`src/tdc_pkg.sv`:
```
// Shared constants and carrier types for the transducer diagnostic and command port
package tdc_pkg;

  // ----------------------------------------------------------------
  // Register map (byte addresses on APB)
  // ----------------------------------------------------------------
  localparam logic [11:0] DIAG_BASE_ADDR = 12'h000;    // First channel segment
  localparam int unsigned DIAG_WORD_STRIDE = 2;         // Segment step in 16-bit words
  localparam int unsigned HALFWORD_BYTES = 2;           // Bytes per 16-bit word
  localparam logic [11:0] CMD_OUT_ADDR = 12'h100;       // Command output area, six words
  localparam logic [11:0] CMD_CODE_ADDR = 12'h100;      // command_code
  localparam logic [11:0] CMD_TARGET_ADDR = 12'h104;    // target_channel_select
  localparam logic [11:0] CMD_OUT_LAST = 12'h114;       // Last word of output area
  localparam logic [11:0] CMD_IN_ADDR = 12'h120;        // command_response_code
  localparam logic [11:0] CMD_IN_LAST = 12'h134;        // Last word of input area
  localparam logic [11:0] ENABLE_ADDR = 12'h140;        // Alarm and diagnostic enables
  localparam logic [11:0] SCAN_DONE_ADDR = 12'h144;     // Write strobe: CPU I/O scan done
  localparam logic [7:0] ENABLE_RESET = 8'h00;          // All features disabled

  // ----------------------------------------------------------------
  // Enable register bit positions
  // ----------------------------------------------------------------
  localparam int unsigned EN_LOW = 0;
  localparam int unsigned EN_HIGH = 1;
  localparam int unsigned EN_OPEN_WIRE = 2;
  localparam int unsigned EN_NEW_DATA = 3;
  localparam int unsigned EN_ERR_RESP = 4;
  localparam int unsigned EN_BIT_FAIL = 5;
  localparam int unsigned EN_IIC_FAIL = 6;
  localparam int unsigned EN_THIRD_FAIL = 7;

  // ----------------------------------------------------------------
  // Channel flag bit positions
  // ----------------------------------------------------------------
  localparam int unsigned FLAG_LOW = 0;
  localparam int unsigned FLAG_HIGH = 1;
  localparam int unsigned FLAG_COMM_LOSS = 4;
  localparam int unsigned FLAG_NEW_DATA = 23;
  localparam int unsigned FLAG_ERR_RESP = 24;
  localparam int unsigned FLAG_BIT_FAIL = 28;
  localparam int unsigned FLAG_IIC_FAIL = 29;
  localparam int unsigned FLAG_THIRD_FAIL = 30;
  localparam int unsigned FLAG_BITS = 32;

  // ----------------------------------------------------------------
  // Command and response codes
  // ----------------------------------------------------------------
  localparam logic [31:0] CMD_NONE = 32'h0000_0000;
  localparam logic [31:0] CMD_RESET = 32'h0000_0001;
  localparam logic [31:0] RSP_IDLE = 32'h0000_0000;
  localparam logic [31:0] RSP_PROCESSING = 32'h0000_0001;
  localparam logic [31:0] RSP_COMPLETE = 32'h0000_0002;
  localparam logic [31:0] RSP_TIMEOUT = 32'h1111_1111;
  localparam logic [31:0] RSP_REPLY_ERR = 32'h1111_1110;
  localparam logic [31:0] RSP_BIT_FAIL = 32'h1111_1101;
  localparam logic [31:0] RSP_IIC_FAIL = 32'h1111_1100;
  localparam logic [31:0] RSP_ORDER_ERR = 32'h1111_0111;
  localparam logic [3:0] GLOBAL_ADDR = 4'hF;            // Reset to all transducers

  // ----------------------------------------------------------------
  // Carrier types
  // ----------------------------------------------------------------
  typedef enum logic [2:0] {
    REPLY_COMPLETE = 3'b000,
    REPLY_TIMEOUT = 3'b001,
    REPLY_ERROR = 3'b010,
    REPLY_BIT_FAIL = 3'b011,
    REPLY_IIC_FAIL = 3'b100
  } tdc_reply_kind_t;

  // One pressure read attempt result
  typedef struct packed {
    logic valid;
    logic [3:0] chan;
    logic ok;
    logic noResp;
    logic [2:0] respStatus;
    logic lowAlarm;
    logic highAlarm;
  } tdc_read_t;

  // Latched fault indications read back from a transducer
  typedef struct packed {
    logic valid;
    logic [3:0] chan;
    logic bitFail;
    logic invalidInputConditionFailure;
    logic thirdTransducerFailure;
  } tdc_fault_t;

  // Reply to a reset command
  typedef struct packed {
    logic valid;
    tdc_reply_kind_t kind;
  } tdc_reply_t;

endpackage

```
`src/tdc_diag_cmd_port.sv`:
```
// Diagnostic flag words and command handshake for a serial transducer interface
`timescale 1ns/1ps
`default_nettype none
// Function
// - Each channel owns a 32-bit diagnostic segment
// - Segment address steps two words per channel
// - Bit 0 follows low alarm while enabled
// - Bit 1 follows high alarm while enabled
// - Bit 4 sets on no response, scan clears
// - Bit 4 also set by faults 28-30
// - Bit 23 sets on good read, scan clears
// - Bit 24 set when reply status shows error
// - Bits 28-30 latch faults, scan clears
// - Response shows processing while command runs
// - Command field: zero none, one reset
// - Address field bits 0-3 select channel
// - Reset goes to selected channel, no error
// - Reset to address 15 resets all
// - Transducer reply status lands in response field
// - Codes for complete, timeout, reply error
// - Codes for BIT, invalid input, order error
// - Disabled features set no new flags; bits 0-1 drop at once
module tdc_diag_cmd_port #(
  parameter int unsigned NUM_CH = 15
) (
  input wire logic sys_clk,
  input wire logic reset,
  // APB slave
  input wire logic psel,
  input wire logic penable,
  input wire logic pwrite,
  input wire logic [11:0] paddr,
  input wire logic [31:0] pwdata,
  output logic [31:0] prdata,
  output logic pready,
  output logic pslverr,
  // Transducer side
  input wire tdc_pkg::tdc_read_t readResult,
  input wire tdc_pkg::tdc_fault_t faultResult,
  input wire tdc_pkg::tdc_reply_t cmdReply,
  output logic xdcrResetReq,
  output logic [3:0] xdcrResetChan,
  output logic xdcrResetAll
);

  // ----------------------------------------------------------------
  // Elaboration check
  // ----------------------------------------------------------------
  // Address 15 is the global reset, so at most fifteen real channels
  if (NUM_CH < 1 || NUM_CH > 15) begin : gBadNumCh
    $error("NUM_CH must lie in 1..15");
  end

  // ----------------------------------------------------------------
  // Types and state
  // ----------------------------------------------------------------
  typedef enum logic [1:0] {
    CMD_IDLE = 2'b00,
    CMD_BUSY = 2'b01,
    CMD_DONE = 2'b10
  } tdc_cmd_state_t;

  logic [tdc_pkg::FLAG_BITS-1:0] flags_r [NUM_CH];   // Channel segments
  logic [tdc_pkg::FLAG_BITS-1:0] flags_nxt [NUM_CH];
  logic [31:0] cmdCode_r;                            // command_code
  logic [31:0] target_r;                             // target_channel_select
  logic [31:0] response_r;                           // command_response_code
  logic [7:0] enable_r;                              // Feature enables
  tdc_cmd_state_t cmdState_r;                        // Handshake state
  logic [31:0] prdata_r;
  logic pready_r;
  logic pslverr_r;
  logic xdcrResetReq_r;
  logic [3:0] xdcrResetChan_r;
  logic xdcrResetAll_r;

  // Bus phase decode
  logic accessStart;                                 // First access cycle
  logic wrTake;                                      // Write commits this edge
  logic scanDone;                                    // CPU I/O scan complete strobe
  logic cmdWrite;                                    // Write to command_code
  logic [31:0] rdWord;                               // Read mux result
  logic rdHit;                                       // Address is mapped

  // ----------------------------------------------------------------
  // Helper functions
  // ----------------------------------------------------------------
  // Byte address of a channel segment: base plus two 16-bit words per channel
  function automatic logic [11:0] segAddr(input int unsigned ch);
    segAddr = tdc_pkg::DIAG_BASE_ADDR +
      12'(ch * tdc_pkg::DIAG_WORD_STRIDE * tdc_pkg::HALFWORD_BYTES);
  endfunction

  // Map a transducer reply onto the response code
  function automatic logic [31:0] replyCode(input tdc_pkg::tdc_reply_kind_t k);
    case (k)
      tdc_pkg::REPLY_COMPLETE: replyCode = tdc_pkg::RSP_COMPLETE;
      tdc_pkg::REPLY_TIMEOUT: replyCode = tdc_pkg::RSP_TIMEOUT;
      tdc_pkg::REPLY_ERROR: replyCode = tdc_pkg::RSP_REPLY_ERR;
      tdc_pkg::REPLY_BIT_FAIL: replyCode = tdc_pkg::RSP_BIT_FAIL;
      tdc_pkg::REPLY_IIC_FAIL: replyCode = tdc_pkg::RSP_IIC_FAIL;
      default: replyCode = tdc_pkg::RSP_REPLY_ERR;
    endcase
  endfunction

  // ----------------------------------------------------------------
  // APB decode
  // ----------------------------------------------------------------
  assign accessStart = psel && penable && !pready_r;
  assign wrTake = psel && penable && pready_r && pwrite;
  assign scanDone = wrTake && (paddr == tdc_pkg::SCAN_DONE_ADDR);
  assign cmdWrite = wrTake && (paddr == tdc_pkg::CMD_CODE_ADDR);

  // Read mux; unmapped addresses flag an error
  always_comb begin
    rdWord = 32'h0000_0000;
    rdHit = 1'b0;
    for (int unsigned c = 0; c < NUM_CH; c++) begin
      if (paddr == segAddr(c)) begin
        rdWord = flags_r[c];
        rdHit = 1'b1;
      end
    end
    if (paddr == tdc_pkg::CMD_CODE_ADDR) begin
      rdWord = cmdCode_r;
      rdHit = 1'b1;
    end else if (paddr == tdc_pkg::CMD_TARGET_ADDR) begin
      rdWord = target_r;
      rdHit = 1'b1;
    end else if (paddr >= tdc_pkg::CMD_OUT_ADDR && paddr <= tdc_pkg::CMD_OUT_LAST && paddr[1:0] == 2'b00) begin
      rdHit = 1'b1;                                  // Reserved output words read zero
    end else if (paddr == tdc_pkg::CMD_IN_ADDR) begin
      rdWord = response_r;
      rdHit = 1'b1;
    end else if (paddr >= tdc_pkg::CMD_IN_ADDR && paddr <= tdc_pkg::CMD_IN_LAST && paddr[1:0] == 2'b00) begin
      rdHit = 1'b1;                                  // Reserved input words read zero
    end else if (paddr == tdc_pkg::ENABLE_ADDR) begin
      rdWord = {24'h00_0000, enable_r};
      rdHit = 1'b1;
    end else if (paddr == tdc_pkg::SCAN_DONE_ADDR) begin
      rdHit = 1'b1;                                  // Strobe register reads zero
    end
  end

  // ----------------------------------------------------------------
  // APB answer: one wait cycle, data and error registered
  // ----------------------------------------------------------------
  always_ff @(posedge sys_clk) begin
    if (reset) begin
      pready_r <= 1'b0;
      prdata_r <= 32'h0000_0000;
      pslverr_r <= 1'b0;
    end else begin
      pready_r <= accessStart;
      if (accessStart) begin
        // Read data captured for the answering cycle
        prdata_r <= pwrite ? 32'h0000_0000 : rdWord;
        pslverr_r <= !rdHit;
      end else begin
        prdata_r <= 32'h0000_0000;
        pslverr_r <= 1'b0;
      end
    end
  end

  // ----------------------------------------------------------------
  // Software writable fields
  // ----------------------------------------------------------------
  always_ff @(posedge sys_clk) begin
    if (reset) begin
      cmdCode_r <= tdc_pkg::CMD_NONE;
      target_r <= 32'h0000_0000;
      enable_r <= tdc_pkg::ENABLE_RESET;
    end else if (wrTake) begin
      if (paddr == tdc_pkg::CMD_CODE_ADDR) begin
        cmdCode_r <= pwdata;
      end
      if (paddr == tdc_pkg::CMD_TARGET_ADDR) begin
        target_r <= pwdata;
      end
      if (paddr == tdc_pkg::ENABLE_ADDR) begin
        enable_r <= pwdata[7:0];
      end
    end
  end

  // ----------------------------------------------------------------
  // Command handshake and reset issue
  // ----------------------------------------------------------------
  always_ff @(posedge sys_clk) begin
    if (reset) begin
      cmdState_r <= CMD_IDLE;
      response_r <= tdc_pkg::RSP_IDLE;
      xdcrResetReq_r <= 1'b0;
      xdcrResetChan_r <= 4'h0;
      xdcrResetAll_r <= 1'b0;
    end else begin
      xdcrResetReq_r <= 1'b0;
      case (cmdState_r)
        CMD_IDLE: begin
          if (cmdWrite && pwdata == tdc_pkg::CMD_RESET) begin
            // Issue reset to the selected channel, 15 meaning all
            xdcrResetReq_r <= 1'b1;
            xdcrResetChan_r <= target_r[3:0];
            xdcrResetAll_r <= (target_r[3:0] == tdc_pkg::GLOBAL_ADDR);
            response_r <= tdc_pkg::RSP_PROCESSING;
            cmdState_r <= CMD_BUSY;
          end
        end
        CMD_BUSY: begin
          if (cmdWrite && pwdata != tdc_pkg::CMD_NONE) begin
            // New command before the idle handshake
            response_r <= tdc_pkg::RSP_ORDER_ERR;
            cmdState_r <= CMD_DONE;
          end else if (cmdReply.valid) begin
            response_r <= replyCode(cmdReply.kind);
            cmdState_r <= CMD_DONE;
          end
        end
        CMD_DONE: begin
          if (cmdWrite && pwdata != tdc_pkg::CMD_NONE) begin
            response_r <= tdc_pkg::RSP_ORDER_ERR;
          end else if (cmdCode_r == tdc_pkg::CMD_NONE && !cmdWrite) begin
            // Application cleared the command: back to idle
            response_r <= tdc_pkg::RSP_IDLE;
            cmdState_r <= CMD_IDLE;
          end
        end
        default: begin
          cmdState_r <= CMD_IDLE;
          response_r <= tdc_pkg::RSP_IDLE;
        end
      endcase
    end
  end

  // ----------------------------------------------------------------
  // Channel flag next values
  // ----------------------------------------------------------------
  // Set wins over the scan-done clear when both land in one cycle
  always_comb begin
    for (int unsigned c = 0; c < NUM_CH; c++) begin
      flags_nxt[c] = flags_r[c];
      // Scan completion clears the event flags
      if (scanDone) begin
        flags_nxt[c][tdc_pkg::FLAG_COMM_LOSS] = 1'b0;
        flags_nxt[c][tdc_pkg::FLAG_NEW_DATA] = 1'b0;
        flags_nxt[c][tdc_pkg::FLAG_BIT_FAIL] = 1'b0;
        flags_nxt[c][tdc_pkg::FLAG_IIC_FAIL] = 1'b0;
        flags_nxt[c][tdc_pkg::FLAG_THIRD_FAIL] = 1'b0;
      end
      // Pressure read attempt for this channel
      if (readResult.valid && readResult.chan == 4'(c)) begin
        flags_nxt[c][tdc_pkg::FLAG_LOW] = readResult.lowAlarm;
        flags_nxt[c][tdc_pkg::FLAG_HIGH] = readResult.highAlarm;
        if (readResult.noResp && enable_r[tdc_pkg::EN_OPEN_WIRE]) begin
          flags_nxt[c][tdc_pkg::FLAG_COMM_LOSS] = 1'b1;
        end
        if (readResult.ok && enable_r[tdc_pkg::EN_NEW_DATA]) begin
          flags_nxt[c][tdc_pkg::FLAG_NEW_DATA] = 1'b1;
        end
        if (!readResult.noResp) begin
          // Tracks the most recent reply status
          flags_nxt[c][tdc_pkg::FLAG_ERR_RESP] =
            enable_r[tdc_pkg::EN_ERR_RESP] && (readResult.respStatus != 3'h0);
        end
      end
      // Latched faults read after download or reset
      if (faultResult.valid && faultResult.chan == 4'(c)) begin
        if (faultResult.bitFail && enable_r[tdc_pkg::EN_BIT_FAIL]) begin
          flags_nxt[c][tdc_pkg::FLAG_BIT_FAIL] = 1'b1;
        end
        if (faultResult.invalidInputConditionFailure && enable_r[tdc_pkg::EN_IIC_FAIL]) begin
          flags_nxt[c][tdc_pkg::FLAG_IIC_FAIL] = 1'b1;
        end
        if (faultResult.thirdTransducerFailure && enable_r[tdc_pkg::EN_THIRD_FAIL]) begin
          flags_nxt[c][tdc_pkg::FLAG_THIRD_FAIL] = 1'b1;
        end
      end
      // Any latched fault forces communication loss
      if (flags_nxt[c][tdc_pkg::FLAG_BIT_FAIL] || flags_nxt[c][tdc_pkg::FLAG_IIC_FAIL] ||
          flags_nxt[c][tdc_pkg::FLAG_THIRD_FAIL]) begin
        flags_nxt[c][tdc_pkg::FLAG_COMM_LOSS] = 1'b1;
      end
      // Disabled low and high alarm bits are dropped at once
      if (!enable_r[tdc_pkg::EN_LOW]) begin
        flags_nxt[c][tdc_pkg::FLAG_LOW] = 1'b0;
      end
      if (!enable_r[tdc_pkg::EN_HIGH]) begin
        flags_nxt[c][tdc_pkg::FLAG_HIGH] = 1'b0;
      end
      // Reserved bits held at zero
      flags_nxt[c][3:2] = 2'b00;
      flags_nxt[c][22:5] = 18'h0_0000;
      flags_nxt[c][27:25] = 3'b000;
      flags_nxt[c][31] = 1'b0;
    end
  end

  // ----------------------------------------------------------------
  // Channel flag registers
  // ----------------------------------------------------------------
  always_ff @(posedge sys_clk) begin
    for (int unsigned c = 0; c < NUM_CH; c++) begin
      if (reset) begin
        flags_r[c] <= 32'h0000_0000;
      end else begin
        flags_r[c] <= flags_nxt[c];
      end
    end
  end

  // ----------------------------------------------------------------
  // Outputs
  // ----------------------------------------------------------------
  assign prdata = prdata_r;
  assign pready = pready_r;
  assign pslverr = pslverr_r;
  assign xdcrResetReq = xdcrResetReq_r;
  assign xdcrResetChan = xdcrResetChan_r;
  assign xdcrResetAll = xdcrResetAll_r;

endmodule
`default_nettype wire

```
`config.mk`:
```
export PLATFORM = sky130hd
export DESIGN_NAME = tdc_diag_cmd_port
export DESIGN_NICKNAME = d
export VERILOG_FILES = /design/src/tdc_pkg.sv /design/src/tdc_diag_cmd_port.sv
export SDC_FILE = /design/constraint.sdc
export NUM_CORES = 1
export LEC_CHECK = 0
export ABC_CLOCK_PERIOD_IN_PS = 2200
export BUFFER_PORTS_ARGS = -buffer_cell sky130_fd_sc_hd__buf_2
export CELL_PAD_IN_SITES_DETAIL_PLACEMENT = 1
export CELL_PAD_IN_SITES_GLOBAL_PLACEMENT = 2
export CORE_UTILIZATION = 32
export DETAILED_ROUTE_END_ITERATION = 8
export PLACE_DENSITY = 0.79
export SLEW_MARGIN = 30
export SYNTH_ARGS = -nofsm -noshare
export SYNTH_HDL_FRONTEND = slang
export SYNTH_SLANG_ARGS = --single-unit
```
`constraint.sdc`:
```
create_clock -name sys_clk -period 2.2 [get_ports sys_clk]
set_input_delay 0.33 -clock sys_clk [delete_from_list [all_inputs] [get_ports sys_clk]]
set_output_delay 0.33 -clock sys_clk [all_outputs]
set_load 0.05 [all_outputs]
```
### Yosys cells after proc, flatten, opt, wreduce, memory -nomap -nowiden

Memory sizes are Yosys's and may differ from the RTL's.
Cells that the tools add are included.

* flip-flop bits (word level): 146
* bits in writable memories: 120
* bits of input ports: 73
* output and inout port bits: 40
* word-level logic and storage cells: 507
* memories: 1

* magnitude comparators: 4
* equal/unequal tests: 59
* multiplexer cells: 315
* bitwise gates (word level): 17
* reduce and logical (&&, ||, !) cells: 100

Memory list
* flags_r: words 15, bits a word 8, read ports 15, clocked after memory_dff 0, wr ports 15, line tdc_diag_cmd_port.sv:63 `logic [tdc_pkg::FLAG_BITS-1:0] flags_r [NUM_CH];`

Operators with widths (number)
* $mux W32: 26
* $mux W1: 206
* $mux W8: 15
* $pmux W29 S4: 1
* $pmux W32 S3: 1
* $mux W3: 30
* $eq A12 B6 Y1 const B: 7
* $mux W2: 35
* $eq A12 B9 Y1 const B: 5
* $eq A4 B4 Y1 const B: 15
* $logic_and A1 B1 Y1: 49
* $eq A12 B5 Y1 const B: 4
* $eq A32 B1 Y1 const B: 1
* $eq A4 B3 Y1 const B: 8
* $logic_not A32 Y1: 1
* $reduce_bool A32 Y1: 1
* $logic_or A1 B1 Y1: 30
* $eq A12 B4 Y1 const B: 2
* $ge A12 B9 Y1 const B: 2
* $le A12 B9 Y1 const B: 2
* $eq A4 B2 Y1 const B: 4
* $or A1 B1 Y1: 15
* $eq A12 B3 Y1 const B: 1
* $logic_not A12 Y1: 1
* other kinds (20): 33

### Logic depth before layout (Yosys ltp)

Gate-level depths: netlist of run 1.

* depth after elaboration: 24
* depth in mapped cells: 10
* mapped depth without buffers: 6

### Worst setup path before layout of run 1

OpenSTA, ideal clock, no wires.

* path type: input -> register
* start: in paddr[6]
* end: reg prdata_r[23], in the netlist prdata[23]
* setup time: 0.069 ns
* arrival: 2.180 ns
* required time: 2.131 ns
* path slack: -0.049 ns
* stages: 7
* path buffers: 1
* cell sequence: buf_4 > or4b_4 > or4_4 > a21oi_2 > o221ai_1 > a221o_1 > a21oi_2

* cells in the longest elaborated chain, start to end: 22
* elaborated cells on any way between the ends: 48
* classes of those cells: order compare: 4; eq/ne: 18; mux: 21; reduce/logical: 5

RTL lines
* from (decl): line tdc_diag_cmd_port.sv:32 `input wire logic [11:0] paddr,`
* $logic_not A12 Y1: line tdc_diag_cmd_port.sv:119 `if (paddr == segAddr(c)) begin`
* $mux W32 (15 in a row): line tdc_diag_cmd_port.sv:119
* $mux W32: line tdc_diag_cmd_port.sv:137 `end else if (paddr == tdc_pkg::ENABLE_ADDR) begin`
* $mux W32: line tdc_diag_cmd_port.sv:135 `end else if (paddr >= tdc_pkg::CMD_IN_ADDR && paddr <= tdc_pkg::CMD_IN_LAST && paddr[1:0] == 2'b00) begin`
* $mux W32: line tdc_diag_cmd_port.sv:132 `end else if (paddr == tdc_pkg::CMD_IN_ADDR) begin`
* $mux W32: line tdc_diag_cmd_port.sv:130 `end else if (paddr >= tdc_pkg::CMD_OUT_ADDR && paddr <= tdc_pkg::CMD_OUT_LAST && paddr[1:0] == 2'b00) begin`
* $mux W32: line tdc_diag_cmd_port.sv:127 `end else if (paddr == tdc_pkg::CMD_TARGET_ADDR) begin`
* $mux W32 (*): line tdc_diag_cmd_port.sv:124 `if (paddr == tdc_pkg::CMD_CODE_ADDR) begin`
* to (signal assigned): line tdc_diag_cmd_port.sv:157 `prdata_r <= pwrite ? 32'h0000_0000 : rdWord;`
* to (decl): line tdc_diag_cmd_port.sv:70 `logic [31:0] prdata_r;`

Every way passes the cells marked *; elsewhere a longest branch is shown, timed or not.
A chain may end at the register's enable or synchronous reset.

### Final worst setup path of run 1

* start: reg pready_r, in the netlist pready
* end: reg response_r[12]

* cells in the longest elaborated chain, start to end: 7
* elaborated cells on any way between the ends: 14
* classes of those cells: eq/ne: 3; mux: 3; reduce/logical: 8

RTL lines
* from (decl): line tdc_diag_cmd_port.sv:71 `logic pready_r;`
* from (signal assigned): line tdc_diag_cmd_port.sv:154 `pready_r <= accessStart;`
* $logic_and A1 B1 Y1 (*) (2 in a row): line tdc_diag_cmd_port.sv:110 `assign wrTake = psel && penable && pready_r && pwrite;`
* $logic_and A1 B1 Y1 (*): line tdc_diag_cmd_port.sv:112 `assign cmdWrite = wrTake && (paddr == tdc_pkg::CMD_CODE_ADDR);`
* $logic_not A1 Y1: line tdc_diag_cmd_port.sv:223 `end else if (cmdCode_r == tdc_pkg::CMD_NONE && !cmdWrite) begin`
* $logic_and A1 B1 Y1: line tdc_diag_cmd_port.sv:223
* $ne A3 B3 Y1 (no source line)
* $reduce_and A3 Y1 (no source line)
* to (signal assigned): line tdc_diag_cmd_port.sv:222 `response_r <= tdc_pkg::RSP_ORDER_ERR;`
* to (signal assigned): line tdc_diag_cmd_port.sv:225 `response_r <= tdc_pkg::RSP_IDLE;`
* to (signal assigned): line tdc_diag_cmd_port.sv:231 `response_r <= tdc_pkg::RSP_IDLE;`
* to (decl): line tdc_diag_cmd_port.sv:67 `logic [31:0] response_r;`

Marks and branches as above.

==> impl_metrics.json, run 1 <==
{
  "wl_per_cell_um": 21.5,
  "clock.fmax_mhz": 510,
  "ant_nets": 0,
  "die_w_um": 185,
  "cts_buffer_depth": 3,
  "status": "completed",
  "p_leak_nw": 4.92,
  "syn-mean-instance-area_um2": 8.46,
  "hold_depth": 3,
  "min_from": "pwdata[10]",
  "core_area_um2": 32800,
  "cp_common_cell": "a21oi_1",
  "instances_no_fill": 1946,
  "grt_use_total": 0.243,
  "tns_ns": 0,
  "drt_iter0_markers": 781,
  "syn_inst": 1270,
  "numCtsBuffers": 27,
  "finalNetCount": 1555,
  "overflow": 0,
  "drive_above_1_share": 0.242,
  "cts_tree": "built",
  "initial_core_util": 0.328,
  "cap_violations": 0,
  "yosysWarnings": 0,
  "end_kind": "flop",
  "critPathTopFamily": "compound AO/OA/AOI/OAI gates",
  "stdcell_area_um2": 13800,
  "slew_headroom": 0.445,
  "start_kind": "flop",
  "min_period_ns": 1.96,
  "critPathMaxStageDelay_ns": 0.42,
  "clk_latency_ns": 0.55,
  "dominantRegCellSynth": "dfxtp_1",
  "async_reset_ff_frac": 0,
  "synth_common_cells": "239 x dfxtp_1, 177 x nand2_1, 164 x nor2_1, 127 x a21oi_1, 82 x a22oi_1",
  "grt_pass1_vias": 10800,
  "hold_buffers": 0,
  "die_area_um2": 34300,
  "whs_endpoint": "target_r[10]",
  "critPathKind": "flop to flop",
  "synth_seq_cells": 239,
  "cp_num_buf_inv": 1,
  "dpl.hpwl_um": 30700,
  "tightest_slew_ns": 0.825,
  "die_h_um": 185,
  "placed_cell_area_um2": 12900,
  "synth_largest_area_cell": "dfxtp_1",
  "preCtsSetupSlack_ns": -0.230,
  "dr.pass1.iters": 5,
  "grt_start_max_net_pins": 133,
  "finalCritPeriodShare": 0.890,
  "worstRegToRegCells": 7,
  "antenna_found_initial": 1,
  "ys_types": 76,
  "area_delta_synth_final_pct": 28.1,
  "synth.cell_area_um2": 10700,
  "fp-row-count": 66,
  "drv_slew": 0,
  "r2r-start": "pready",
  "rsz0062_at_grt": "false",
  "vdd_drop_max_v": 0.000534,
  "clockRootBuffer": "clkbuf_16",
  "cpMaxStageDelayCell": "dfxtp_1",
  "setup_slack_ns": 0.241,
  "dp.cells": 1895,
  "place.gp.congestion": 0.914,
  "portBuffers": 112,
  "clock_skew_ns": 0.0153,
  "critPathMaxFanout": 5,
  "yosysMostFrequentCell": "dfxtp_1",
  "yosysTopAreaCellShare": 0.445,
  "path_cells": "nand4_1, buf_4, nor4_4, o31a_1, a21oi_1, a211o_1, a21oi_1",
  "grt_pass1_wl_um": 64400,
  "htree_levels": 1,
  "synth-edff-count": 0,
  "cp.arrival_ns": 2.42,
  "synth_nets": 1343,
  "cp.required_ns": 2.66,
  "viasPerCell": 5.59,
  "drc": 0,
  "timing_hold_violations_final": 0,
  "path_clk_slew_ns": 0.06,
  "synth-seq-area-share": 0.445,
  "clock-sinks": 239,
  "ctsResizeCount": 0,
  "yosys-top-cells-area": "dfxtp_1 45%, nand2_1 6.2%, a21oi_1 5.9%, a22oi_1 5.7%, nor2_1 5.7%",
  "routed_wl_um": 41800,
  "ff2ff_setup_slack_ns": 0.24,
  "cts_setup_buffers": 0,
  "setup_violations": 0,
  "hold_class": "input port to flop",
  "r2r-end": "response_r[12]",
  "vias": 10900,
  "boundaryPins": 113,
  "p_per_area_nw_per_um2": 678
}
==> flip-flops by register name (all words and copies together) (netlist names) <==
name           flops
cmdCode_r         32
cmdState_r         2
enable_r           8
flags_r          120
prdata            32
pready             1
pslverr            1
response_r         5
target_r          32
xdcrResetAll       1
xdcrResetChan      4
xdcrResetReq       1
==> tightest hold or removal path: cells and delay by family <==
family	cells	cell delay (ns)
compound gates	1	0.05
buf+inv	1	0.11
simple gates	1	0.05
==> cells in the final DEF (no fill, tap or decap), types with 9 or more instances in the layout <==
cell	netlist	routed
mux2i_1	54	54
nor2_1	164	164
nor4_1	23	22
a32oi_1	17	17
dfxtp_1	239	239
a22oi_1	82	82
o22ai_1	9	9
o21ai_0	28	28
o41ai_1	17	17
nor3_1	23	23
buf_4	1	161
nand4_1	11	11
clkinv_2	0	9
a21oi_1	127	127
nand3_1	16	16
buf_12	0	10
clkbuf_16	0	27
nand2b_1	12	12
buf_2	16	111
a211oi_1	20	20
nor2b_1	9	9
nand2_1	177	177
==> cell type report <==
class | instances | area [um^2]
Inverter | 5 | 18.8
Multi-Input combinational cell | 926 | 5570
Fill cell | 3952 | 19000
Antenna cell | 1 | 2.50
Sequential cell | 239 | 4780
Clock inverter | 11 | 83.8
Timing Repair Buffer | 283 | 1980
Tap cell | 442 | 553
Clock buffer | 39 | 781
==> report_power, final <==
part | total, W | internal, W | switching, W
Clock | 0.00444 | 0.00257 | 0.00187
Sequential | 0.00434 | 0.00433 | 0.00000386
Combinational | 0.000560 | 0.000210 | 0.000349
Total | 0.00934 | 0.00711 | 0.00222
==> worst max path at each step <==
stage | from | endpoint | slack [ns] | cells after the start
after floorplan | paddr[2] | target_r[2] | 0.005 | 8
after global placement | paddr[6] | prdata[0] | -0.23 | 7
after detailed placement | paddr[6] | prdata[0] | -0.23 | 7
after CTS | pready | response_r[12] | 0.27 | 7
after global routing | pready | response_r[12] | 0.09 | 7
final | pready | response_r[12] | 0.24 | 7
==> metrics by stage <==
stage | power [W] | utilization | hold slack (ns)
final | 0.00934 | 0.420 | 0.0454
after global routing | 0.00963 | 0.420 | 0.0437
after CTS | 0.00942 | 0.420 | 0.0305
after detailed placement | 0.00498 | 0.394 | 0.445
after global placement | 0.00498 | 0.394 | 0.439
after floorplan | 0.00467 | - | 0.435
==> cells by family after synthesis <==
kind of cell / after synthesis / share of synthesized area
AOI/OAI and AO/OA: 366 / 0.228
buffers and inverters: 105 / 0.0396
DFF: 239 / 0.445
muxes: 65 / 0.0681
and+or+nand+nor: 495 / 0.219
==> metal layers <==
| metal | routed length, um | vias to the layer above | track usage | share of wire |
|---|---|---|---|---|
| li1 | - | 5102 | - | - |
| met5 | 10 | - | 0 | 0.00024 |
| met1 | 20300 | 5456 | 0.347 | 0.48 |
| met2 | 18900 | 266 | 0.386 | 0.45 |
| met3 | 1990 | 56 | 0.0330 | 0.048 |
| met4 | 666 | 2 | 0.0536 | 0.016 |
Power figures use the tool's default switching activity.
==> run 2: changes to the inputs <==
- ABC_CLOCK_PERIOD_IN_PS: 2200 -> 2300
- CORE_UTILIZATION: 32 -> 38
- GPL_TIMING_DRIVEN: not set -> 0
- PLACE_DENSITY: 0.79 -> not set
- PLACE_DENSITY_LB_ADDON: not set -> 0.05
- clock period: 2.2 -> 2.3 ns (I/O delays scaled with it)
==> impl_metrics.json, run 2 (synthesis gave the netlist of run 1 again) <==
{
  "drc": 0,
  "path_cells": "buf_2, nor4_4, buf_2, nand2_1, o32a_1, o21ai_1, o221ai_1, a211oi_2",
  "critPathMaxStageDelay_ns": 0.44,
  "die_area_um2": 29000,
  "cts_buffer_depth": 3,
  "tightest_slew_ns": 0.925,
  "timing_hold_violations_final": 0,
  "dr.pass1.iters": 5,
  "hold_depth": 3,
  "stdcell_area_um2": 12900,
  "r2r-start": "pready",
  "swShare": 0.240,
  "core_area_um2": 27800,
  "cts_tree": "built",
  "largest-register": "flags_r",
  "grt_start_max_net_pins": 14,
  "worstRegToRegCells": 6,
  "final_common_cell": "dfxtp_1",
  "routed_wl_um": 44000,
  "antenna_cells": 0,
  "placed_cell_area_um2": 11800,
  "final_cell_mix": "239 x dfxtp_1, 177 x nand2_1, 160 x nor2_1",
  "vias": 10900,
  "status": "finished with violations",
  "violations": "negative setup slack",
  "cp_common_cell": "buf_2",
  "p_leak_nw": 4.35,
  "htree_levels": 1,
  "largest_reg_flops": 120,
  "grtUsageMet1": 0.441,
  "clockRootBuffer": "clkbuf_16",
  "place.gp.congestion": 0.911,
  "drive_above_1_share": 0.168,
  "slew_headroom": 0.381,
  "cpMaxStageDelayCell": "o32a_1",
  "end_kind": "flop",
  "grt_pass1_vias": 10500,
  "pwr-share-comb": 0.056,
  "setup_slack_ns": -0.0462,
  "preCtsSetupSlack_ns": -1.24,
  "clock.fmax_mhz": 426,
  "r2r-end": "response_r[12]",
  "drv_slew": 0,
  "cp.required_ns": 2.72,
  "start_kind": "input port",
  "finalNetCount": 1488,
  "viasPerCell": 6.02,
  "grtUsageMet3": 0.0453,
  "initial_core_util": 0.387,
  "setup_violations": 2,
  "path_clk_slew_ns": 0.06,
  "cap_violations": 0,
  "cp.depth": 8,
  "drt_iter0_markers": 961,
  "hold_buffers": 0,
  "p_int_w": 0.00683,
  "grt_use_total": 0.301,
  "vdd_drop_max_v": 0.000599,
  "antenna_found_initial": 0,
  "critPathTopFamily": "compound AO/OA/AOI/OAI gates",
  "cp_num_buf_inv": 2,
  "utilization": 0.465,
  "clock_skew_ns": 0.0167,
  "dpl.hpwl_um": 32600,
  "grt_pass1_wl_um": 65600,
  "min_period_ns": 2.35,
  "boundaryPins": 113,
  "p_per_area_nw_per_um2": 695,
  "overflow": 0,
  "endpoint": "prdata[29]",
  "power_w": 0.00899,
  "hold_class": "input port to flop",
  "numCtsBuffers": 28,
  "clkPwrFrac": 0.482,
  "die_h_um": 170,
  "grtUsageMet2": 0.452,
  "finalCritPeriodShare": 1.02,
  "switchingPower_w": 0.00216,
  "critPathMaxFanout": 10,
  "fp-row-count": 61,
  "power.share.sequential": 0.461,
  "cp.arrival_ns": 2.77,
  "ff2ff_setup_slack_ns": 0.08,
  "die_w_um": 170,
  "wl_per_cell_um": 24.3,
  "clock-sinks": 239,
  "critPathKind": "input port to flop",
  "area_delta_synth_final_pct": 20.3,
  "cp-startpoint": "paddr[11]",
  "clk_latency_ns": 0.56,
  "portBuffers": 106,
  "ant_nets": 0,
  "grt-busiest-layer": "met2"
}
-- run 2: area by class of cell --
class | instances | area, um^2
fill | 3370 | 14900
multi-input combinational | 926 | 5740
sequential | 239 | 4780
clock buffer | 41 | 821
timing repair buffer | 117 | 611
tap | 378 | 473
buffer | 98 | 424
clock inverter | 5 | 53.8
inverter | 5 | 18.8
-- run 2: how the worst min path moves through the flow --
stage,from,endpoint
6_report,pwdata[17],target_r[17]
5_1_grt,pwdata[10],target_r[10]
4_1_cts,pwdata[14],target_r[14]
3_5_place_dp,target_r[21],target_r[21]
3_3_place_gp,target_r[25],target_r[25]
2_1_floorplan,target_r[16],prdata[16]
-- run 2: routing by layer --
metal | vias up | share of wire
met4 | 0 | 0.026
met3 | 71 | 0.071
met2 | 402 | 0.43
met1 | 5455 | 0.48
li1 | 4954 | -
met5 | - | 0
-- run 2: worst register-to-register path: cells and delay by family (launching register included) --
family	cells	cell delay [ns]
AOI/OAI and AO/OA	4	0.87
and+or+nand+nor	2	0.86
DFF	1	0.41
-- run 2: power groups by stage --
stage          combinational, W  clock (W)  sequential [W]
6_report               0.000507    0.00433         0.00415
5_1_grt                0.000533    0.00457         0.00415
4_1_cts                0.000486    0.00439         0.00415
3_5_place_dp           0.000471          0         0.00424
3_3_place_gp           0.000462          0         0.00424
2_1_floorplan          0.000220          0         0.00424
-- run 2: repair_timing --
action	in CTS	in global routing
buffers inserted	2	8
endpoints found under the setup margin	101	72
pin swaps	1	4
gates resized for setup	26	23
-- run 2: through the flow --
step           hold slack, ns   TNS [ns]  instances
2_1_floorplan           0.435          0       1270
3_3_place_gp            0.442    -149.31       1754
3_5_place_dp            0.451    -121.34       1755
4_1_cts                0.0489          0       1802
5_1_grt                0.0545  -0.000111       1809
6_report               0.0686    -0.0586       1809
==> run 3: changes to the inputs <==
- BUFFER_PORTS_ARGS: -buffer_cell sky130_fd_sc_hd__buf_2 -> -buffer_cell sky130_fd_sc_hd__clkbuf_2
==> impl_metrics.json, run 3 (synthesis gave the netlist of run 1 again) <==
{
  "hold_class": "input port to flop",
  "preCtsSetupSlack_ns": -1.20,
  "clk_latency_ns": 0.56,
  "clock_skew_ns": 0.0201,
  "place.gp.congestion": 0.911,
  "cts_tree": "built",
  "vias": 10900,
  "critPathMaxFanout": 10,
  "drc": 0,
  "htree_levels": 1,
  "clock.fmax_mhz": 433,
  "timing_hold_violations_final": 0,
  "cts_buffer_depth": 3,
  "ff2ff_setup_slack_ns": 0.08,
  "path_clk_slew_ns": 0.06,
  "drv_slew": 0,
  "final_cell_mix": "239 x dfxtp_1, 176 x nand2_1, 161 x nor2_1",
  "largest_reg_flops": 120,
  "dpl.hpwl_um": 32600,
  "p_leak_nw": 4.32,
  "dp.cells": 1755,
  "viasPerCell": 6.00,
  "grt_use_total": 0.300,
  "portBuffers": 106,
  "numCtsBuffers": 28,
  "min_period_ns": 2.31,
  "drt_iter0_markers": 933,
  "cp.arrival_ns": 2.75,
  "critPathKind": "input port to flop",
  "routed_wl_um": 43800,
  "antenna_found_initial": 0,
  "power_w": 0.00889,
  "initial_core_util": 0.387,
  "grt_pass1_vias": 10400,
  "violations": "negative setup slack",
  "grtUsageMet3": 0.0444,
  "tightest_slew_ns": 1.02,
  "grtUsageMet1": 0.438,
  "rsz0062_at_grt": "true",
  "antenna_cells": 0,
  "worstRegToRegCells": 6,
  "timing.hold.ws_ns": 0.0540,
  "grt-busiest-layer": "met2",
  "cap_violations": 0,
  "status": "finished with violations",
  "overflow": 0,
  "p_per_area_nw_per_um2": 688,
  "end_kind": "flop",
  "dr.pass1.iters": 7,
  "hold_depth": 3,
  "start_kind": "input port",
  "r2r-end": "flags_r[1][18]",
  "die_w_um": 170,
  "grt_pass1_wl_um": 65400,
  "cpMaxStageDelayCell": "or4b_2",
  "largest-register": "flags_r",
  "critPathMaxStageDelay_ns": 0.72,
  "setup_slack_ns": -0.00778,
  "ant_nets": 0,
  "grt_start_max_net_pins": 14,
  "finalCritPeriodShare": 1.00,
  "drive_above_1_share": 0.171,
  "setup_violations": 1,
  "die_area_um2": 29000,
  "slew_headroom": 0.317,
  "clock-sinks": 239,
  "finalNetCount": 1487,
  "path_cells": "clkbuf_2, buf_2, or4b_2, nor2_1, a22oi_1, o2111ai_1, a31oi_1, a21oi_1",
  "whs_endpoint": "target_r[14]",
  "cp.required_ns": 2.74,
  "clockRootBuffer": "clkbuf_16",
  "final_common_cell": "dfxtp_1",
  "utilization": 0.465,
  "vdd_drop_max_v": 0.000461,
  "grtUsageMet2": 0.455,
  "fp-row-count": 61,
  "wl_per_cell_um": 24.2,
  "min_from": "pwdata[14]",
  "area_delta_synth_final_pct": 20.2,
  "boundaryPins": 113,
  "r2r-start": "pready",
  "instances_no_fill": 1809,
  "core_area_um2": 27800,
  "die_h_um": 170,
  "fillerInstances": 3381
}
## run 3: cell count changes in the layout (fill, tap and decap cells not counted), moves of 2 or more
cell      before  now
clkinv_2       3    6
nor2_4         4    2
clkbuf_2      10  115
buf_2        121   16
## run 3: cell type report
class | count | area, um^2 | share of cell area
Timing Repair Buffer | 117 | 611 | 0.0473
Clock buffer | 41 | 831 | 0.0643
Sequential cell | 239 | 4780 | 0.371
Clock inverter | 6 | 30.0 | 0.00233
Tap cell | 378 | 473 | 0.0366
Multi-Input combinational cell | 926 | 5740 | 0.445
Inverter | 5 | 18.8 | 0.00145
Buffer | 97 | 424 | 0.0329
## run 3: power by group
part	total (W)	switching [W]	internal (W)
clock network	0.00424	0.00177	0.00247
logic	0.000505	0.000366	0.000139
registers	0.00415	0.00000320	0.00414
## run 3: stage by stage
step / TNS (ns) / area (um^2)
after floorplan: 0 / 10700
after global placement: -149.26 / 11700
after detailed placement: -121.88 / 11800
after CTS: 0 / 12800
after global routing: -0.0859 / 12900
final: -0.00778 / 12900
## run 3: repair_timing
item	in CTS	in global routing
pin swaps	3	4
setup endpoints to repair	96	47
buffers inserted	3	7
hold buffers	0	0
resized for setup	27	23
## run 3: per-layer routing
layer	part of all wire	up-vias
li1	-	4973
met1	0.48	5425
met2	0.43	387
met3	0.065	68
met4	0.025	0
met5	0	-
## run 3: worst max-delay path: cells and delay by family
kind	cells	cell delay (ns)
buf+inv	2	0.46
compound gates	4	0.80
simple gates	2	1.13
## run 3: worst max-delay path by stage
| stage | endpoint | cells after the start | startpoint | slack (ns) |
|---|---|---|---|---|
| 2_1_floorplan | prdata[23] | 7 | paddr[6] | 0.04 |
| 5_1_grt | prdata[28] | 8 | paddr[5] | -0.09 |
| 3_5_place_dp | target_r[5] | 8 | paddr[2] | -1.20 |
| 3_3_place_gp | prdata[29] | 4 | reset | -1.34 |
| 6_report | prdata[28] | 8 | paddr[5] | -0.008 |
| 4_1_cts | prdata[4] | 8 | paddr[11] | 0.005 |
